### config.mk
export PLATFORM = sky130hd
export DESIGN_NAME = plst_probe_latch_status
export DESIGN_NICKNAME = d
export VERILOG_FILES = /design/src/shared/plst_pkg.sv /design/src/design/plst_probe_latch_status.sv
export SDC_FILE = /design/constraint.sdc
export NUM_CORES = 1
export LEC_CHECK = 0
export BUFFER_PORTS_ARGS = -buffer_cell sky130_fd_sc_hd__buf_2
export CORE_ASPECT_RATIO = 2
export CORE_UTILIZATION = 35
export DETAILED_ROUTE_END_ITERATION = 7
export PLACE_DENSITY_LB_ADDON = 0.25
export SYNTH_ARGS = -nofsm -noshare
export SYNTH_HDL_FRONTEND = slang
export SYNTH_SLANG_ARGS = --single-unit
### constraint.sdc
create_clock -name clk -period 4.25 [get_ports clk]
set_input_delay 0.85 -clock clk [delete_from_list [all_inputs] [get_ports clk]]
set_output_delay 0.85 -clock clk [all_outputs]
set_load 0.01 [all_outputs]
### src/shared/plst_pkg.sv
// package: register map, control bit positions and types for the probe latch status block
package plst_pkg;

  // ************************************************************
  // register map (indices; byte address is four times the index)
  // ************************************************************
  localparam logic [15:0] PLST_IDX_CTRL   = 16'h60B8;
  localparam logic [15:0] PLST_IDX_STATUS = 16'h60B9;
  localparam logic [15:0] PLST_IDX_POS_P1R = 16'h60BA;
  localparam logic [15:0] PLST_IDX_POS_P1F = 16'h60BB;
  localparam logic [15:0] PLST_IDX_POS_P2R = 16'h60BC;
  localparam logic [15:0] PLST_IDX_POS_P2F = 16'h60BD;
  localparam logic [15:0] PLST_IDX_CFG    = 16'h200C;
  localparam logic [17:0] PLST_ADDR_CTRL   = {PLST_IDX_CTRL, 2'b00};
  localparam logic [17:0] PLST_ADDR_STATUS = {PLST_IDX_STATUS, 2'b00};
  localparam logic [17:0] PLST_ADDR_POS0   = {PLST_IDX_POS_P1R, 2'b00};
  localparam logic [17:0] PLST_ADDR_POS3   = {PLST_IDX_POS_P2F, 2'b00};
  localparam logic [17:0] PLST_ADDR_CFG    = {PLST_IDX_CFG, 2'b00};

  // ************************************************************
  // field positions within one probe's control / status byte
  // ************************************************************
  localparam int PLST_BYTE_W      = 8;
  localparam int PLST_C_ENABLE    = 0;
  localparam int PLST_C_CONT      = 1;
  localparam int PLST_C_SRC       = 2;
  localparam int PLST_C_RISE      = 4;
  localparam int PLST_C_FALL      = 5;
  localparam int PLST_S_ENABLE    = 0;
  localparam int PLST_S_RISE      = 1;
  localparam int PLST_S_FALL      = 2;
  localparam int PLST_S_SRC       = 6;
  localparam int PLST_S_LEVEL     = 7;

  // ************************************************************
  // reset values and constants
  // ************************************************************
  localparam logic [15:0] PLST_CTRL_RST = 16'h0000;
  localparam logic [7:0]  PLST_CFG_RST  = 8'h00;
  localparam logic [7:0]  PLST_CFG_COUNT_MODE = 8'h02;
  localparam logic [31:0] PLST_POS_RST  = 32'h0000_0000;

  typedef struct packed {
    logic        wr;
    logic        rd;
    logic [17:0] addr;
    logic [31:0] wdata;
  } plst_bus_req_t;

  typedef enum logic [1:0] {
    PLST_SRC_INPUT = 2'b01,
    PLST_SRC_INDEX = 2'b10
  } plst_src_t;

endpackage

### src/design/plst_probe_latch_status.sv
// design: two-channel probe latch with status word and four latched positions
`timescale 1ns/1ps
`default_nettype none

module plst_probe_latch_status
  import plst_pkg::*;
(
  // clock and reset
  input  wire logic        clk,
  input  wire logic        resetn,
  // register port
  input  wire logic [17:0] addr,
  input  wire logic [31:0] wdata,
  input  wire logic        wr,
  input  wire logic        rd,
  output logic      [31:0] rdata,
  // trigger pins and index pulse
  input  wire logic        probe_input_one,
  input  wire logic        probe_input_two,
  input  wire logic        encoder_index_pulse,
  // live position to capture
  input  wire logic [31:0] position,
  // status mirror
  output logic      [15:0] probe_status_word
);

  // ************************************************************
  // control registers
  // ************************************************************
  plst_bus_req_t   req;
  logic [15:0]     ctrl;
  logic [7:0]      index_latch_config_setting;

  assign req = '{wr: wr, rd: rd, addr: addr, wdata: wdata};

  always_ff @(posedge clk or negedge resetn)
  begin
    if (!resetn)
    begin
      ctrl <= PLST_CTRL_RST;
    end
    else if (req.wr && req.addr == PLST_ADDR_CTRL)
    begin
      ctrl <= req.wdata[15:0];
    end
  end

  always_ff @(posedge clk or negedge resetn)
  begin
    if (!resetn)
    begin
      index_latch_config_setting <= PLST_CFG_RST;
    end
    else if (req.wr && req.addr == PLST_ADDR_CFG)
    begin
      index_latch_config_setting <= req.wdata[7:0];
    end
  end

  logic count_mode;
  assign count_mode = (index_latch_config_setting == PLST_CFG_COUNT_MODE);

  // ************************************************************
  // pin synchronisers: three stages, change taken when 2 and 3 agree
  // ************************************************************
  logic [2:0] pin_raw;
  logic [2:0] sync1;
  logic [2:0] sync2;
  logic [2:0] sync3;
  logic [2:0] pin_level;

  assign pin_raw = {encoder_index_pulse, probe_input_two, probe_input_one};

  always_ff @(posedge clk or negedge resetn)
  begin
    if (!resetn)
    begin
      sync1 <= 3'h0;
      sync2 <= 3'h0;
      sync3 <= 3'h0;
    end
    else
    begin
      sync1 <= pin_raw;
      sync2 <= sync1;
      sync3 <= sync2;
    end
  end

  // filtered level moves only when the last two stages agree
  always_ff @(posedge clk or negedge resetn)
  begin
    if (!resetn)
    begin
      pin_level <= 3'h0;
    end
    else
    begin
      for (int b = 0; b < 3; b++)
      begin
        if (sync2[b] == sync3[b])
        begin
          pin_level[b] <= sync3[b];
        end
      end
    end
  end

  // ************************************************************
  // per-probe capture
  // ************************************************************
  logic [3:0][31:0] pos_store;
  logic [1:0][7:0]  status_byte;

  genvar p;
  generate
    for (p = 0; p < 2; p++)
    begin : g_probe
      logic [7:0] cb;
      logic       trig;
      logic       trig_d;
      logic       rise;
      logic       fall;
      logic       rise_flag;
      logic       fall_flag;
      logic [1:0] exec_count;
      logic       cont;
      logic       arm_rise;
      logic       arm_fall;
      logic       take_rise;
      logic       take_fall;
      plst_src_t  src;
      logic [31:0] rise_pos;
      logic [31:0] fall_pos;
      logic [7:0]  sbyte;

      // each probe owns its own pair and byte, so every slot has one driver
      assign pos_store[2*p]   = rise_pos;
      assign pos_store[2*p+1] = fall_pos;
      assign status_byte[p]   = sbyte;
      assign cb       = ctrl[p*PLST_BYTE_W +: PLST_BYTE_W];
      assign cont     = cb[PLST_C_CONT];
      assign src      = cb[PLST_C_SRC] ? PLST_SRC_INDEX : PLST_SRC_INPUT;
      assign trig     = (src == PLST_SRC_INDEX) ? pin_level[2] : pin_level[p];
      assign rise     = trig && !trig_d;
      assign fall     = !trig && trig_d;
      // first-event mode takes one capture per edge kind until re-armed
      assign arm_rise = cb[PLST_C_ENABLE] && cb[PLST_C_RISE] && (cont || !rise_flag);
      assign arm_fall = cb[PLST_C_ENABLE] && cb[PLST_C_FALL] && (cont || !fall_flag);
      assign take_rise = arm_rise && rise;
      assign take_fall = arm_fall && fall;

      always_ff @(posedge clk or negedge resetn)
      begin
        if (!resetn)
        begin
          trig_d <= 1'b0;
        end
        else
        begin
          trig_d <= trig;
        end
      end

      always_ff @(posedge clk or negedge resetn)
      begin
        if (!resetn)
        begin
          rise_flag  <= 1'b0;
          fall_flag  <= 1'b0;
          exec_count <= 2'h0;
        end
        else if (!cb[PLST_C_ENABLE])
        begin
          rise_flag  <= 1'b0;
          fall_flag  <= 1'b0;
          exec_count <= 2'h0;
        end
        else
        begin
          if (take_rise)
          begin
            rise_flag <= 1'b1;
          end
          if (take_fall)
          begin
            fall_flag <= 1'b1;
          end
          if (take_rise || take_fall)
          begin
            exec_count <= exec_count + 2'h1;                        // wraps 3 -> 0
          end
        end
      end

      always_ff @(posedge clk or negedge resetn)
      begin
        if (!resetn)
        begin
          rise_pos <= PLST_POS_RST;
          fall_pos <= PLST_POS_RST;
        end
        else
        begin
          if (take_rise)
          begin
            rise_pos <= position;
          end
          if (take_fall)
          begin
            fall_pos <= position;
          end
        end
      end

      always_comb
      begin
        sbyte                = 8'h00;
        sbyte[PLST_S_ENABLE] = cb[PLST_C_ENABLE];
        sbyte[PLST_S_RISE]   = rise_flag;
        sbyte[PLST_S_FALL]   = fall_flag;
        if (count_mode)
        begin
          if (cont)
          begin
            sbyte[PLST_S_LEVEL:PLST_S_SRC] = exec_count;
          end
          else
          begin
            sbyte[PLST_S_LEVEL:PLST_S_SRC] = 2'h0;
          end
        end
        else
        begin
          sbyte[PLST_S_SRC]   = cb[PLST_C_SRC];
          sbyte[PLST_S_LEVEL] = pin_level[p];
        end
      end
    end
  endgenerate

  // ************************************************************
  // status word and read path
  // ************************************************************
  always_ff @(posedge clk or negedge resetn)
  begin
    if (!resetn)
    begin
      probe_status_word <= 16'h0000;
    end
    else
    begin
      probe_status_word <= {status_byte[1], status_byte[0]};
    end
  end

  // position objects are read-only; writes to them are dropped
  logic [31:0] next_rdata;
  always_comb
  begin
    next_rdata = 32'h0000_0000;
    if (req.addr >= PLST_ADDR_POS0 && req.addr <= PLST_ADDR_POS3 && req.addr[1:0] == 2'b00)
    begin
      next_rdata = pos_store[req.addr[3:2] - PLST_ADDR_POS0[3:2]];
    end
    else if (req.addr == PLST_ADDR_STATUS)
    begin
      next_rdata = {16'h0000, status_byte[1], status_byte[0]};
    end
    else if (req.addr == PLST_ADDR_CTRL)
    begin
      next_rdata = {16'h0000, ctrl};
    end
    else if (req.addr == PLST_ADDR_CFG)
    begin
      next_rdata = {24'h000000, index_latch_config_setting};
    end
  end

  always_ff @(posedge clk or negedge resetn)
  begin
    if (!resetn)
    begin
      rdata <= 32'h0000_0000;
    end
    else if (req.rd)
    begin
      rdata <= next_rdata;
    end
    else
    begin
      rdata <= 32'h0000_0000;
    end
  end

endmodule

`default_nettype wire

**Word-level counts from Yosys, hierarchy flattened**

Cells that the tools add are included.

- Bits in registers: 216

- Add/subtract/negate cells: 3
- $lt $le $gt $ge: 3
- Eq/ne operators: 15
- Multiplexer cells: 27
- Reduce and logical (&&, ||, !) cells: 35

Operator list:

| cell | number |
|---|---|
| $mux W32 | 3 |
| $bmux W32 S2 | 1 |
| $eq A18 B17 Y1 const B | 2 |
| $mux W16 | 2 |
| $logic_and A1 B1 Y1 | 20 |
| $mux W2 | 10 |
| $eq A18 B16 Y1 const B | 1 |
| $ge A18 B17 Y1 const B | 1 |
| $le A18 B17 Y1 const B | 1 |
| $ne A2 B1 Y1 const B | 6 |
| $mux W1 | 10 |
| $eq A8 B2 Y1 const B | 1 |
| $logic_not A1 Y1 | 8 |
| $mux W8 | 1 |
| $logic_or A1 B1 Y1 | 6 |
| $add A2 B1 Y2 const B | 2 |
| $eq A2 B2 Y1 const B | 2 |
| $eq A1 B1 Y1 | 3 |
| $lt A2 B3 Y1 const B | 1 |
| $logic_not A2 Y1 | 1 |
| $sub A2 B2 Y2 const B | 1 |

**Logic depth before layout (Yosys ltp)**

- Word-level depth: 9
- Mapped depth: 7
- Gate-level depth less buffers: 5

**Worst setup path after synthesis**

No wires, ideal clock.

- Path type: input port to flip-flop
- Start point: input addr[13]
- End point: register ctrl[10]
- Setup time: 125 ps
- Data arrival time: 2264 ps
- Slack: 1861 ps
- Stages on the path: 6
- Path buffers: 1
- Cells stage by stage: nor4_4 -> nand3_2 -> nor4_4 -> nand2_2 -> buf_6 -> mux2_4

- Word-level cells in the longest chain between the ends: 2

RTL lines:

| what | line | text |
|---|---|---|
| start: declaration | plst_probe_latch_status.sv:12 | `input wire logic [17:0] addr,` |
| $eq A18 B17 Y1 | plst_probe_latch_status.sv:42 | `else if (req.wr && req.addr == PLST_ADDR_CTRL)` |
| $logic_and A1 B1 Y1 | plst_probe_latch_status.sv:42 |  |
| end signal: assignment | plst_probe_latch_status.sv:44 | `ctrl <= req.wdata[15:0];` |
| end: declaration | plst_probe_latch_status.sv:31 | `logic [15:0] ctrl;` |

No other way between the ends.
A chain may end at the register's enable or synchronous reset.

**Final worst setup path**

- Start point: input addr[13]
- End point: register ctrl[11]

The elaborated chain is that of the path after synthesis.

==> results.json <==
{
  "synth_seq_area_share": 0.596,
  "multi_input_area_um2": 3480,
  "fin_crit_sh": 0.601,
  "post_synth.cell_area_avg_um2": 15.7,
  "netlist_area_um2": 9080,
  "worstHoldPathType": "register to register",
  "yosysWarnings": 0,
  "grt_pass1_vias": 6278,
  "dpl_cell_area_um2": 10000,
  "final_cell_area_um2": 10700,
  "topRoutingLayerUsed": "met5",
  "start_util": 0.355,
  "wire_per_inst_um": 21.5,
  "die_h_um": 230,
  "dp_hpwl_mm": 15.0,
  "path_clk_slew_ps": 60,
  "period_minus_slack_ps": 2560,
  "tns_ps": 0,
  "p_leak_nw": 5.45,
  "setup_ws_ps": 1690,
  "vias": 5458,
  "setup_viol": 0,
  "slew_violations": 0,
  "critPathMaxFanout": 16,
  "place_congestion": 0.834,
  "grt_usage": 0.178,
  "cp-end-kind": "register",
  "place_inst": 1014,
  "cts_resized": 0,
  "cp.required_ps": 4640,
  "first_iter_violations": 250,
  "seqCellArea_um2": 5410,
  "arrival_ps": 2950,
  "area_growth_pct": 18.3,
  "ys_async_sr_fraction": 1.00,
  "grt_overflow": 0,
  "hold_viol_final": 0,
  "irDropWorstVdd_uv": 204,
  "route.met3.wl_um": 985,
  "wl_mm": 22.6,
  "tightestPinTransition_ps": 1060,
  "fin_cells": 1053,
  "post_cts_buffers": 0,
  "start_kind": "input port",
  "io_pins": 137,
  "wl_met2_mm": 12.3,
  "clk_latency_ps": 510,
  "coreArea_um2": 25500,
  "cts_max_level": 1,
  "rsz0062_at_grt": "false",
  "worst_clock_skew_ps": 16.0,
  "grt_max_degree": 115,
  "nNetsFinal": 786,
  "synth_cell_types": 43,
  "cts_buffer_depth": 3,
  "grt_pass1_wl_mm": 35.7,
  "cts_tree": "yes",
  "drive_above_1_share": 0.514,
  "max_cap_violations": 0,
  "power_density_nw_per_um2": 387,
  "viasPerCell": 5.18,
  "cts_made_buffers": 21,
  "die_w_um": 116,
  "m1WireLength_mm": 8.54,
  "slew_headroom": 0.290,
  "dp_slack_ps": 1190,
  "postRouteAntennaNets": 0,
  "fp-row-count": 83,
  "port_buffers": 114,
  "drc": 0,
  "dieArea_um2": 26600,
  "n_fill_cell": 2372,
  "status": "complete, no violations",
  "synth_edf_count": 0,
  "fmax_ghz": 0.391,
  "cts_root_buffer": "clkbuf_16",
  "antenna_found_initial": 6,
  "synth_seq_cells": 216,
  "synth_top_flop_cell": "dfrtp_1",
  "cts.sinks": 216,
  "dr.pass1.iters": 4,
  "crit_type": "input port to register",
  "synthesis.instances": 579,
  "ctsHoldBuffers": 0
}
[flip-flops by register name, indices dropped and copies added, names as in the netlist]
| name | cells |
|---|---|
| g_probe.fall_pos | 64 |
| g_probe.rise_pos | 64 |
| rdata | 32 |
| ctrl | 16 |
| probe_status_word | 10 |
| index_latch_config_setting | 8 |
| g_probe.exec_count | 4 |
| pin_level | 3 |
| sync1 | 3 |
| sync2 | 3 |
| sync3 | 3 |
| g_probe.fall_flag | 2 |
| g_probe.rise_flag | 2 |
| g_probe.trig_d | 2 |
[metal layers]
layer,vias up,global-route usage
li1,2370,-
met1,2870,0.202
met2,155,0.321
met3,57,0.0279
met4,6,0.0825
met5,-,0
[power by group]
part | switching [W] | internal (W) | total (W) | leakage (nW)
clock | 0.000830 | 0.00109 | 0.00192 | 0.349
sequential | 0.00000666 | 0.00207 | 0.00207 | 2.98
combinational | 0.000111 | 0.0000518 | 0.000162 | 2.12
total | 0.000948 | 0.00321 | 0.00415 | 5.45
[through the flow]
stage | hold WS, ps | power (W) | util
after floorplan | 331 | 0.00216 | -
after global placement | 343 | 0.00227 | 0.392
after detailed placement | 337 | 0.00228 | 0.392
after CTS | 359 | 0.00421 | 0.420
after global routing | 361 | 0.00431 | 0.420
final | 356 | 0.00415 | 0.420
[final cells by class]
cell class / instances / area share
antenna: 1 / 0.000233
clock buffer: 25 / 0.0522
clock inverter: 13 / 0.0136
inverter: 9 / 0.00315
multi-input combinational: 322 / 0.325
sequential: 216 / 0.504
tap: 340 / 0.0396
timing repair buffer: 127 / 0.0631
[worst paths after layout]
check	from	endpoint	slack (ps)	cells past startpoint
min reg2reg	sync1[1]	sync2[1]	360	0
max	addr[13]	ctrl[11]	1690	7
max in group asynchronous	resetn	g_probe[1].fall_pos[25]	2720	2
max reg2reg	ctrl[10]	g_probe[1].exec_count[1]	1820	5
min in group asynchronous	resetn	rdata[29]	450	1
min	sync1[1]	sync2[1]	360	0
[logic make-up after synthesis]
kind of cell	after synthesis	share of synthesized area
XOR/XNOR	2	0.00193
flip-flops	216	0.596
buffers and inverters	46	0.0248
AND/OR/NAND/NOR	77	0.0532
multiplexers	189	0.278
AO/OA/AOI/OAI	45	0.0425
other	1	0.000413
adder cells (fa/ha/maj)	3	0.00331
[cell usage in the layout, fill, tap and decap left out, types with 4 or more instances in the layout]
| master | Yosys | routed |
|---|---|---|
| a21o_1 | 6 | 6 |
| a22o_1 | 7 | 7 |
| a31o_2 | 4 | 4 |
| a32o_1 | 12 | 12 |
| and3_1 | 23 | 23 |
| buf_2 | 18 | 113 |
| buf_4 | 6 | 13 |
| clkbuf_16 | 0 | 21 |
| conb_1 | 1 | 6 |
| dfrtp_1 | 216 | 216 |
| inv_1 | 9 | 9 |
| inv_6 | 0 | 5 |
| mux2_2 | 147 | 147 |
| mux2_4 | 10 | 10 |
| mux4_2 | 32 | 32 |
| nand2_1 | 14 | 14 |
| nand3_1 | 7 | 7 |
| nor2_1 | 5 | 5 |
| nor2b_1 | 6 | 6 |
| o21ai_0 | 5 | 5 |
[cells in the mapped netlist (3+ instances only)]
library cell | instances | share of area
a21o_1 | 6 | 0.0050
a22o_1 | 7 | 0.0068
a31o_2 | 4 | 0.0039
a32o_1 | 12 | 0.013
and2_1 | 3 | 0.0021
and3_1 | 23 | 0.016
buf_2 | 18 | 0.0099
buf_4 | 6 | 0.0050
clkbuf_1 | 11 | 0.0045
dfrtp_1 | 216 | 0.60
inv_1 | 9 | 0.0037
maj3_1 | 3 | 0.0033
mux2_2 | 147 | 0.18
mux2_4 | 10 | 0.017
mux4_2 | 32 | 0.079
nand2_1 | 14 | 0.0058
nand3_1 | 7 | 0.0039
nor2_1 | 5 | 0.0021
nor2b_1 | 6 | 0.0041
nor4b_1 | 3 | 0.0029
o2111a_1 | 3 | 0.0037
o21ai_0 | 5 | 0.0028
[critical path, stage by stage]
cell and delay [ps]:
buf_2 120, nor4_4 460, nand3_2 210, nor4_4 250, buf_4 250, nand2_2 370
mux2_4 420
(Power assumes the default switching activity.)
